$ cat config.mk
export PLATFORM = sky130hd
export DESIGN_NAME = always_on_wake_config
export DESIGN_NICKNAME = d
export VERILOG_FILES = /design/src/always_on_wake_config_pkg.sv /design/src/always_on_wake_config.sv
export SDC_FILE = /design/constraint.sdc
export NUM_CORES = 1
export LEC_CHECK = 0
export ABC_AREA = 1
export BUFFER_PORTS_ARGS = -buffer_cell sky130_fd_sc_hd__buf_2
export CAP_MARGIN = 20
export CORE_MARGIN = 2
export CORE_UTILIZATION = 51
export CTS_CLUSTER_SIZE = 8
export DETAILED_ROUTE_END_ITERATION = 10
export GPL_TIMING_DRIVEN = 1
export PLACE_DENSITY = 0.78
export SYNTH_ARGS = -nofsm -noshare
export SYNTH_HDL_FRONTEND = slang
export SYNTH_SLANG_ARGS = --single-unit
$ cat constraint.sdc
create_clock -name clk_i -period 2.4 [get_ports clk_i]
set_clock_uncertainty 0.15 [all_clocks]
set_input_delay 0 -clock clk_i [delete_from_list [all_inputs] [get_ports clk_i]]
set_output_delay 0 -clock clk_i [all_outputs]
set_load 0.05 [all_outputs]
$ cat src/always_on_wake_config_pkg.sv
// constants, types and state layout of the wake configuration block
// What this block does
// - retention array keeps contents while supply present
// - sleep entry saves user configuration automatically
// - wake restores saved user configuration when bit 6 is set
// - wake config is 16 bits, resets zero
// - bit 0 starts sensor conversions on wake
// - conversion results land in sensor readback
// - bit 1 enters receive on wake
// - bit 3 loads identifier from otp
// - register sub-offsets decode as mapped
// - bit 6 restores, else configuration defaults
// - bit 7 selects long parameter set
// - bit 8 keeps sleep controls at wake
// - bit 11 loads edge microcode on wake
package always_on_wake_config_pkg;

	// ****************************************************************
	// register sub-offsets (byte addresses inside the register file)
	// ****************************************************************
	localparam logic [7:0] OFS_WAKE_CFG_LO   = 8'h00;
	localparam logic [7:0] OFS_WAKE_CFG_HI   = 8'h01;
	localparam logic [7:0] OFS_COMMAND       = 8'h02;
	localparam logic [7:0] OFS_READ_RESULT   = 8'h03;
	localparam logic [7:0] OFS_ACCESS_ADDR   = 8'h04;
	localparam logic [7:0] OFS_RESERVED      = 8'h05;
	localparam logic [7:0] OFS_CFG_ZERO      = 8'h06;
	localparam logic [7:0] OFS_CFG_ONE       = 8'h0a;
	localparam int         CFG_ZERO_BYTES    = 4;
	localparam int         CFG_ONE_BYTES     = 2;

	// ****************************************************************
	// field positions and reset values
	// ****************************************************************
	localparam int WAKE_RUN_SENSOR_ADC_BIT        = 0;
	localparam int WAKE_ENTER_RECEIVE_BIT         = 1;
	localparam int WAKE_LOAD_IDENTIFIER_BIT       = 3;
	localparam int WAKE_RESTORE_CONFIG_BIT        = 6;
	localparam int WAKE_SELECT_LONG_PARAM_SET_BIT = 7;
	localparam int KEEP_SLEEP_CONTROLS_BIT        = 8;
	localparam int WAKE_LOAD_EDGE_MICROCODE_BIT   = 11;
	localparam int CMD_RESTORE_BIT                = 0;
	localparam int CMD_SAVE_BIT                   = 1;
	localparam int CMD_UPLOAD_BIT                 = 2;
	localparam int CMD_DIRECT_READ_BIT            = 3;
	localparam int CMD_DIRECT_ENABLE_BIT          = 7;
	localparam logic [15:0] WAKE_CFG_RESET        = 16'h0000;
	localparam logic [7:0]  COMMAND_RESET         = 8'h00;

	// ****************************************************************
	// sizes
	// ****************************************************************
	localparam int CFG_BYTES   = 16;
	localparam int CFG_BITS    = CFG_BYTES * 8;
	localparam int ID_BITS     = 64;
	localparam int SENSOR_BITS = 16;

	typedef enum logic [2:0] {
		S_IDLE,
		S_SAVE,
		S_RESTORE,
		S_OTP,
		S_ADC,
		S_EDGE,
		S_FINISH
	} state_e;

	typedef struct packed {
		state_e                          st;
		logic                            waking;
		logic [3:0]                      idx;
		logic [15:0]                     wcfg;
		logic [7:0]                      cmd;
		logic [7:0]                      rdat;
		logic [7:0]                      addr;
		logic [31:0]                     cfg0;
		logic [15:0]                     cfg1;
		logic [CFG_BYTES-1:0][7:0]       mem;
		logic [CFG_BITS-1:0]             ucfg;
		logic [SENSOR_BITS-1:0]          sensor;
		logic [ID_BITS-1:0]              ident;
		logic [7:0]                      rdata;
		logic                            long_param;
		logic                            ucfg_load;
		logic                            ucfg_default;
		logic                            adc_start;
		logic                            otp_req;
		logic                            edge_req;
		logic                            rx_go;
		logic                            sleep_clr;
		logic                            sleep_ready;
		logic                            wake_done;
	} state_s;

endpackage

$ cat src/always_on_wake_config.sv
// retention-domain wake configuration, save/restore and wake sequencer
`timescale 1ns/1ps
`default_nettype none
module always_on_wake_config
	import always_on_wake_config_pkg::*;
(
	// clock and power-on reset of the retention supply
	input  wire logic                   clk_i,
	input  wire logic                   rstn_i,
	// host register access, already decoded from the serial link
	input  wire logic                   reg_wr_i,
	input  wire logic                   reg_rd_i,
	input  wire logic [7:0]             reg_addr_i,
	input  wire logic [7:0]             reg_wdata_i,
	output logic      [7:0]             reg_rdata_o,
	// power state events
	input  wire logic                   sleep_enter_i,
	input  wire logic                   wake_i,
	output logic                        sleep_ready_o,
	output logic                        wake_done_o,
	output logic                        busy_o,
	// user configuration registers of the host interface
	input  wire logic [CFG_BITS-1:0]    user_cfg_i,
	output logic      [CFG_BITS-1:0]    user_cfg_o,
	output logic                        user_cfg_load_o,
	output logic                        user_cfg_default_o,
	// temperature and voltage converters
	output logic                        adc_start_o,
	input  wire logic                   adc_done_i,
	input  wire logic [7:0]             adc_temp_i,
	input  wire logic [7:0]             adc_volt_i,
	output logic      [SENSOR_BITS-1:0] sensor_readback_o,
	// identifier load from otp
	output logic                        otp_id_req_o,
	input  wire logic                   otp_id_ack_i,
	input  wire logic [ID_BITS-1:0]     otp_id_i,
	output logic      [ID_BITS-1:0]     identifier_o,
	// wake actions towards the rest of the radio
	output logic                        enter_receive_o,
	output logic                        long_param_set_o,
	output logic                        clear_sleep_controls_o,
	output logic                        edge_code_load_o,
	input  wire logic                   edge_code_done_i
);

	// ****************************************************************
	// helpers
	// ****************************************************************

	// byte i of the flat user configuration vector
	function automatic logic [7:0] cfg_byte(input logic [CFG_BITS-1:0] v, input logic [3:0] i);
		cfg_byte = v[{i, 3'b000} +: 8];
	endfunction

	// next wake step after the given one, skipping disabled actions
	function automatic state_e wake_step(input logic [15:0] w, input state_e from);
		if (from < S_OTP && w[WAKE_LOAD_IDENTIFIER_BIT])
			wake_step = S_OTP;
		else if (from < S_ADC && w[WAKE_RUN_SENSOR_ADC_BIT])
			wake_step = S_ADC;
		else if (from < S_EDGE && w[WAKE_LOAD_EDGE_MICROCODE_BIT])
			wake_step = S_EDGE;
		else
			wake_step = S_FINISH;
	endfunction

	state_s r;
	state_s n;
	logic   wake_go;
	logic   sleep_go;
	logic   wcfg_long;
	logic   wcfg_keep;

	assign wake_go   = (r.st == S_IDLE) && wake_i;
	assign sleep_go  = (r.st == S_IDLE) && !wake_i && sleep_enter_i;
	assign wcfg_long = r.wcfg[WAKE_SELECT_LONG_PARAM_SET_BIT];
	assign wcfg_keep = r.wcfg[KEEP_SLEEP_CONTROLS_BIT];

	// ****************************************************************
	// next state
	// ****************************************************************

	// command bits clear as taken; a host write in the same cycle wins
	always_comb
	begin
		logic [7:0] cmd_clr;
		logic [7:0] cmd_set;
		cmd_clr = 8'h00;
		cmd_set = 8'h00;
		n = r;
		n.ucfg_load    = 1'b0;
		n.ucfg_default = 1'b0;
		n.rx_go        = 1'b0;
		n.sleep_clr    = 1'b0;
		n.sleep_ready  = 1'b0;
		n.wake_done    = 1'b0;

		// register writes, byte wide at the documented sub-offsets
		if (reg_wr_i)
		begin
			case (reg_addr_i)
				OFS_WAKE_CFG_LO: n.wcfg[7:0]  = reg_wdata_i;
				OFS_WAKE_CFG_HI: n.wcfg[15:8] = reg_wdata_i;
				OFS_COMMAND:     cmd_set      = reg_wdata_i;
				OFS_ACCESS_ADDR: n.addr       = reg_wdata_i;
				OFS_CFG_ZERO:    n.cfg0[7:0]   = reg_wdata_i;
				OFS_CFG_ZERO + 8'h01: n.cfg0[15:8]  = reg_wdata_i;
				OFS_CFG_ZERO + 8'h02: n.cfg0[23:16] = reg_wdata_i;
				OFS_CFG_ZERO + 8'h03: n.cfg0[31:24] = reg_wdata_i;
				OFS_CFG_ONE:          n.cfg1[7:0]   = reg_wdata_i;
				OFS_CFG_ONE + 8'h01:  n.cfg1[15:8]  = reg_wdata_i;
				default: ; // read-only, reserved and unmapped writes drop
			endcase
		end

		// read data, registered; reserved and unmapped read zero
		if (reg_rd_i)
		begin
			case (reg_addr_i)
				OFS_WAKE_CFG_LO:      n.rdata = r.wcfg[7:0];
				OFS_WAKE_CFG_HI:      n.rdata = r.wcfg[15:8];
				OFS_COMMAND:          n.rdata = r.cmd;
				OFS_READ_RESULT:      n.rdata = r.rdat;
				OFS_ACCESS_ADDR:      n.rdata = r.addr;
				OFS_CFG_ZERO:         n.rdata = r.cfg0[7:0];
				OFS_CFG_ZERO + 8'h01: n.rdata = r.cfg0[15:8];
				OFS_CFG_ZERO + 8'h02: n.rdata = r.cfg0[23:16];
				OFS_CFG_ZERO + 8'h03: n.rdata = r.cfg0[31:24];
				OFS_CFG_ONE:          n.rdata = r.cfg1[7:0];
				OFS_CFG_ONE + 8'h01:  n.rdata = r.cfg1[15:8];
				default:              n.rdata = 8'h00;
			endcase
		end

		// sequencer; wake beats sleep, both beat pending commands
		case (r.st)
			S_IDLE:
			begin
				if (wake_i)
				begin
					n.waking     = 1'b1;
					n.long_param = r.wcfg[WAKE_SELECT_LONG_PARAM_SET_BIT];
					n.sleep_clr  = !r.wcfg[KEEP_SLEEP_CONTROLS_BIT];
					n.idx        = 4'h0;
					if (r.wcfg[WAKE_RESTORE_CONFIG_BIT])
						n.st = S_RESTORE;
					else
					begin
						n.ucfg_default = 1'b1;
						n.st = wake_step(r.wcfg, S_RESTORE);
					end
				end
				else if (sleep_enter_i)
				begin
					n.idx = 4'h0;
					n.st  = S_SAVE;
				end
				else if (r.cmd[CMD_RESTORE_BIT])
				begin
					cmd_clr[CMD_RESTORE_BIT] = 1'b1;
					n.waking = 1'b0;
					n.idx    = 4'h0;
					n.st     = S_RESTORE;
				end
				else if (r.cmd[CMD_SAVE_BIT])
				begin
					cmd_clr[CMD_SAVE_BIT] = 1'b1;
					n.idx = 4'h0;
					n.st  = S_SAVE;
				end
				else if (r.cmd[CMD_DIRECT_READ_BIT])
				begin
					// direct access needs its enable; address beyond the array reads zero
					cmd_clr[CMD_DIRECT_READ_BIT] = 1'b1;
					if (r.cmd[CMD_DIRECT_ENABLE_BIT])
						n.rdat = (r.addr < 8'(CFG_BYTES)) ? r.mem[r.addr[3:0]] : 8'h00;
				end
				// upload has no separate staging here, so it completes at once
				cmd_clr[CMD_UPLOAD_BIT] = 1'b1;
			end
			S_SAVE:
			begin
				n.mem[r.idx] = cfg_byte(user_cfg_i, r.idx);
				n.idx = r.idx + 4'h1;
				if (r.idx == 4'(CFG_BYTES - 1))
				begin
					n.sleep_ready = 1'b1;
					n.st = S_IDLE;
				end
			end
			S_RESTORE:
			begin
				n.ucfg[{r.idx, 3'b000} +: 8] = r.mem[r.idx];
				n.idx = r.idx + 4'h1;
				if (r.idx == 4'(CFG_BYTES - 1))
				begin
					n.ucfg_load = 1'b1;
					n.st = r.waking ? wake_step(r.wcfg, S_RESTORE) : S_IDLE;
				end
			end
			S_OTP:
				if (otp_id_ack_i)
				begin
					n.ident = otp_id_i;
					n.st = wake_step(r.wcfg, S_OTP);
				end
			S_ADC:
				if (adc_done_i)
				begin
					n.sensor = {adc_temp_i, adc_volt_i};
					n.st = wake_step(r.wcfg, S_ADC);
				end
			S_EDGE:
				if (edge_code_done_i)
					n.st = wake_step(r.wcfg, S_EDGE);
			S_FINISH:
			begin
				n.rx_go     = r.wcfg[WAKE_ENTER_RECEIVE_BIT];
				n.wake_done = 1'b1;
				n.waking    = 1'b0;
				n.st        = S_IDLE;
			end
			default:
				n.st = S_IDLE;
		endcase

		// request pulses fire on entry to their wait states
		n.otp_req   = (n.st == S_OTP) && (r.st != S_OTP);
		n.adc_start = (n.st == S_ADC) && (r.st != S_ADC);
		n.edge_req  = (n.st == S_EDGE) && (r.st != S_EDGE);
		n.cmd = (r.cmd & ~cmd_clr) | cmd_set;
	end

	// ****************************************************************
	// state register
	// ****************************************************************

	// reset only comes with the retention supply, so the array survives sleep
	always_ff @(posedge clk_i or negedge rstn_i)
	begin
		if (!rstn_i)
			r <= '0;
		else
			r <= n;
	end

	// outputs straight from the state register
	assign reg_rdata_o            = r.rdata;
	assign sleep_ready_o          = r.sleep_ready;
	assign wake_done_o            = r.wake_done;
	assign busy_o                 = (r.st != S_IDLE);
	assign user_cfg_o             = r.ucfg;
	assign user_cfg_load_o        = r.ucfg_load;
	assign user_cfg_default_o     = r.ucfg_default;
	assign adc_start_o            = r.adc_start;
	assign sensor_readback_o      = r.sensor;
	assign otp_id_req_o           = r.otp_req;
	assign identifier_o           = r.ident;
	assign enter_receive_o        = r.rx_go;
	assign long_param_set_o       = r.long_param;
	assign clear_sleep_controls_o = r.sleep_clr;
	assign edge_code_load_o       = r.edge_req;
endmodule
`default_nettype wire

After elaboration in Yosys (flattened, before gate mapping)
Index checks and enable logic that the tools add are counted.
W data, S select, Z words.

word-level totals
  bits in read-only memories = 0
  RAM bits = 0
  bits in registers = 450
  latch bits = 0
  output and inout port bits = 227
  memories = 0

operators by class
  $add $sub $neg = 2
  eq/ne operators = 26
  shift-type cells = 3
  div/mod/pow operators = 0
  multiply operators = 0
  bitwise operators = 7
  reductions and logical operators = 26
  order comparisons = 4
  multiplexer cells = 55

operators by type and width
  operator                   number
  $bwmux W128                2
  $shift A8 B9 Y128 const A  1
  $shiftx A128 B8 Y8         1
  $shiftx A8 B9 Y128         1
  $pmux W8 S11               1
  $bmux W8 S4                2
  $mux W8                    7
  $mux W3                    12
  $demux W8 S4               1
  $eq A8 B4 Y1 const B       4
  $reduce_and A2 Y1          13
  $eq A8 B3 Y1 const B       3
  $mux W1                    20
  $pmux W3 S6                1
  $eq A8 B2 Y1 const B       2
  $mux W4                    4
  $eq A3 B3 Y1 const B       5
  $ne A3 B3 Y1 const B       4
  $lt A4 B5 Y1 const B       2
  $eq A3 B2 Y1 const B       3
  $neg A7 Y9                 1
  $and A8 B8 Y8              1
  $eq A8 B1 Y1 const B       1
  $logic_not A8 Y1           1
  21 further kinds           30

Logic depth before layout (Yosys ltp)
  depth in word-level cells = 9
  gate-level depth with buffers = 14
  mapped depth without buffers = 11

Worst setup path after synthesis
OpenSTA, ideal clock, no wires.

  kind = flip-flop to flip-flop
  start point = register r[443] (netlist name)
  end point = register r (netlist bit user_cfg_o[100])
  required time = 2120 ps
  setup slack = -34 ps
  cell stages (with the launch flop) = 14
  buffers on the path = 5
  library setup time = 130 ps
  clock period less this slack = 2434 ps
  arrival = 2154 ps
  path through = dfrtp_1 > buf_4 > inv_2 > buf_4 > buf_2 > ha_1 > clkbuf_1 > clkinv_1 > nand3_1 > nor2_1 > nand3_1 > buf_2 > nand2_1 > o21ai_0

on the way
  cells in the longest elaborated chain, start to end = 4
  elaborated cells between the ends (all ways) = 6

RTL lines
  what                                                line                          RTL
  start, declared                                     always_on_wake_config.sv:67   state_s r;
  start signal, assigned                              always_on_wake_config.sv:244  r <= n;
  branches (longest 3 deep; another with $neg A7 Y9)  --
  $bwmux W128 *                                       always_on_wake_config.sv:193  n.ucfg[{r.idx, 3'b000} +: 8] = r.mem[r.idx];

Mark *: on every way between the ends. The select of a mux whose other input is x is not followed.
A chain may end at the register's enable or synchronous reset.

Worst setup path in the final report
  start point = register r[448] (netlist name)
  end point = register r (netlist bit identifier_o[7])

on the way
  cells in the longest elaborated chain, start to end = 2

RTL lines
  what                                line                          RTL
  $eq A3 B2 Y1                        always_on_wake_config.sv:136  case (r.st)
  $reduce_and A2 Y1 (no source line)  --

No other way between the ends.

==> summary.txt <==
Clock tree
  • CTS clock-pin slew for the worst setup and hold paths: 0.05 ns
  • Root Buffer: clkbuf_16
  • Cts bufs inserted: 66
  • CTS tree: built
  • Clk_lat worst skew: 0.60 ns
  • CTS max path bufs: 3
  • Clock sinks: between 400 and 500
  • H-tree levels: 3

Logic synthesis
  • Netlist cell types: 38
  • Yosys Warn Count: 0
  • Ys async rst share: 100%
  • Mapped Cells: 2971
  • Top_reg_cell synth: dfrtp_1
  • Synth Cell Area: around 24000 µm²
  • Syn avg cell area: approximately 8 µm²
  • Synth Register Bits: 450
  • Syn_nets: between 3000 and 4000
  • Post-synth EDFFs: 0
  • Seq/Total Area, Yosys: 47.0%

STA
  • Max Clk Rate: approximately 0.41 GHz
  • WHS: -0.0172 ns
  • Setup TNS: -0.0319 ns
  • Slew Viols, Final: 0
  • Final setup vio count: 2
  • Crit share post-route: 101%
  • RSZ-0062 raised after global routing: yes
  • Setup ws final: -0.0293 ns
  • Final Hold Viols: 16
  • Worst Max-Slew Pin Slew: 0.826 ns
  • Min Tclk post-route: 2.43 ns
  • Slew headroom: 44.6%

GRT
  • Initial antenna violation count: 7
  • Vias in the first global route: 21900
  • Pin count of the biggest net entering global routing: 88
  • GRT Overall Usage: 33.0%
  • GRT Max-Usage Layer: met2
  • First-pass GRT wire length: approximately 120000 µm
  • Total gr overflow: 0
  • GR Util met1: about two fifths
  • M3 GR Usage: 9.87%
  • Met2 Track Usage GR: a little over half

Place
  • PortBufs: 459
  • DP Wirelength: 50100 µm
  • Dpl cells: 3761
  • Routability cong.: 0.917

Cells and area
  • Layout Cells excl Fill: around 4100
  • Util after Layout: 63.8%
  • Area delta synth->final: 23.7%
  • Share of cells above drive strength 1: between 20% and 30%
  • # nets final: 3666

Routing
  • Initial DRC Count: 2569
  • DR WL/cell: 20.6 µm
  • Routed Wire Length: 83300 µm
  • DR vias: 23100
  • Pre-antenna DRT Iters: 7
  • DR DRC count: 0
  • Antenna Violating Nets Remaining: 0
  • Vias per std cell: 5.69

Floorplan
  • Row count: 79
  • Die X-Extent: 221 µm
  • Boundary pin count: 460
  • Die area: 48700 µm²
  • Total core area: 46500 µm²
  • Die Y: around 220 µm
  • Initial Utilization: about half

Setup path
  • Cell Chain, Critical Path: inv_2 -> nor3_2 -> nand2_4 -> mux2_2 -> dlygate4sd3_1
  • CP Max Fanout: 11
  • Slowest CP cell: dlygate4sd3_1
  • CP delay by family, top: buffers and inverters
  • WP buf/inv: 2
  • Critical path capture point type: register
  • WP data arrival: 2.74 ns
  • Launching element type of the critical path: register
  • Worst EP required: approximately 2.7 ns
  • Max incr delay on CP: about 0.60 ns
  • Setup CP Type: register to register

Status
  • Status: complete, but fails checks
  • Failing checks: hold timing, setup timing

Power
  • Tot Pwr: 0.0405 W
  • VDD IR max: 0.00151 V
  • Leak pwr: 15.9 nW
  • PwrDens: between 1000 and 1500 nW/µm²

Worst hold path
  • Min-delay worst type: input port to register

Flow run
  • Max_cap viols: 0
## metal layers
layer  vias to the layer above  routed length [µm]
li1                      10300                   -
met2                      1438               38900
met5                         -                 113
met1                     10900               30300
met3                       398                8360
met4                         6                5600
## cell usage in the layout, fill, tap and decap left out, types with 50 or more instances in the layout
| cell type | netlist | routed |
|---|---|---|
| a21oi_1 | 68 | 68 |
| buf_2 | 46 | 458 |
| buf_4 | 232 | 75 |
| clkbuf_16 | 0 | 68 |
| dfrtp_1 | 450 | 445 |
| dlygate4sd3_1 | 0 | 181 |
| inv_1 | 198 | 196 |
| mux2_4 | 50 | 50 |
| nand2_1 | 850 | 844 |
| nand3_1 | 188 | 188 |
| nand4_1 | 67 | 67 |
| nor2_1 | 157 | 154 |
| o21ai_0 | 391 | 387 |
| o21ai_1 | 48 | 51 |
## layout make-up
type / count / area, µm²
fillers: 3682 / 16800
flip-flops and latches: 450 / 11300
multi-input cells: 1933 / 9570
repair buffers: 751 / 5350
clock buffers: 69 / 1660
inverters: 227 / 876
well taps: 607 / 759
clock inverters: 8 / 120
diodes: 7 / 17.5
## power by group
group	leakage [nW]	total (W)	internal (W)	switching, W
Clock	0.869	0.00837	0.00493	0.00344
Sequential	5.47	0.0115	0.00985	0.00161
Combinational	9.58	0.0206	0.00574	0.0149
## final timing paths
| path | cells after the start | end | startpoint | slack (ns) |
|---|---|---|---|---|
| worst min register to register | 2 | r[422] | r[422] | 0.32 |
| max in group asynchronous | 4 | sensor_readback_o[3] | rstn_i | 1.08 |
| min in group asynchronous | 4 | r[248] | rstn_i | 0.54 |
| worst max register to register | 5 | identifier_o[7] | r[448] | -0.03 |
| worst min-delay path | 7 | r[273] | user_cfg_i[23] | -0.02 |
| worst max-delay path | 5 | identifier_o[7] | r[448] | -0.03 |
## through the flow
step	cell area, µm²	setup slack [ns]
floorplan	24000	0.0315
finish	29600	-0.0293
global route	29600	-0.0775
global placement	25600	-0.00616
CTS	29200	-0.0251
detailed placement	25600	-0.0365
## registers in the layout (all words and copies together) (netlist names)
name,count
r,224
user_cfg_o,128
identifier_o,64
sensor_readback_o,16
reg_rdata_o,8
adc_start_o,1
clear_sleep_controls_o,1
edge_code_load_o,1
enter_receive_o,1
long_param_set_o,1
otp_id_req_o,1
sleep_ready_o,1
user_cfg_default_o,1
user_cfg_load_o,1
wake_done_o,1
## cell usage after synthesis, drive strengths merged, types with 3 or more instances
library cell / count / area [µm²]
dfrtp: 450 / 11300
o21ai: 439 / 2200
clkinv: 4 / 15.0
buf: 307 / 2170
nand2: 861 / 3290
mux2: 80 / 1090
ha: 4 / 50.1
o32ai: 3 / 26.3
nor2: 182 / 801
clkbuf: 54 / 203
inv: 223 / 837
a21oi: 71 / 367
nand3: 189 / 951
nor3b: 4 / 30.0
nor3: 12 / 86.3
o31ai: 5 / 37.5
nand4: 67 / 419
o211ai: 5 / 37.5
o22ai: 7 / 43.8
## tightest hold or removal path, cell delays in order
cell and delay (ns):
buf_2 0.09, o21ai_0 0.07, o21ai_0 0.14, nand2_1 0.05
nand2_1 0.10, nor2_4 0.10, o21ai_1 0.13
## timing repair
item	in CTS	in global routing
hold buffers	182	0
setup buffers	0	23
gates cloned	0	2
hold endpoints to repair	738	0
pin swaps	0	8
setup endpoints to repair	32	241
gates resized for setup	1	42
## kinds of logic after synthesis
| logic type | synth area share, % |
|---|---|
| compound gates | 11.3 |
| flops | 47.0 |
| simple gates | 23.3 |
| buf+inv | 13.5 |
| mux | 4.54 |
| xor+xnor | 0.0731 |
| fa+ha+maj | 0.209 |
No activity file was read; power rests on OpenSTA's default activity.
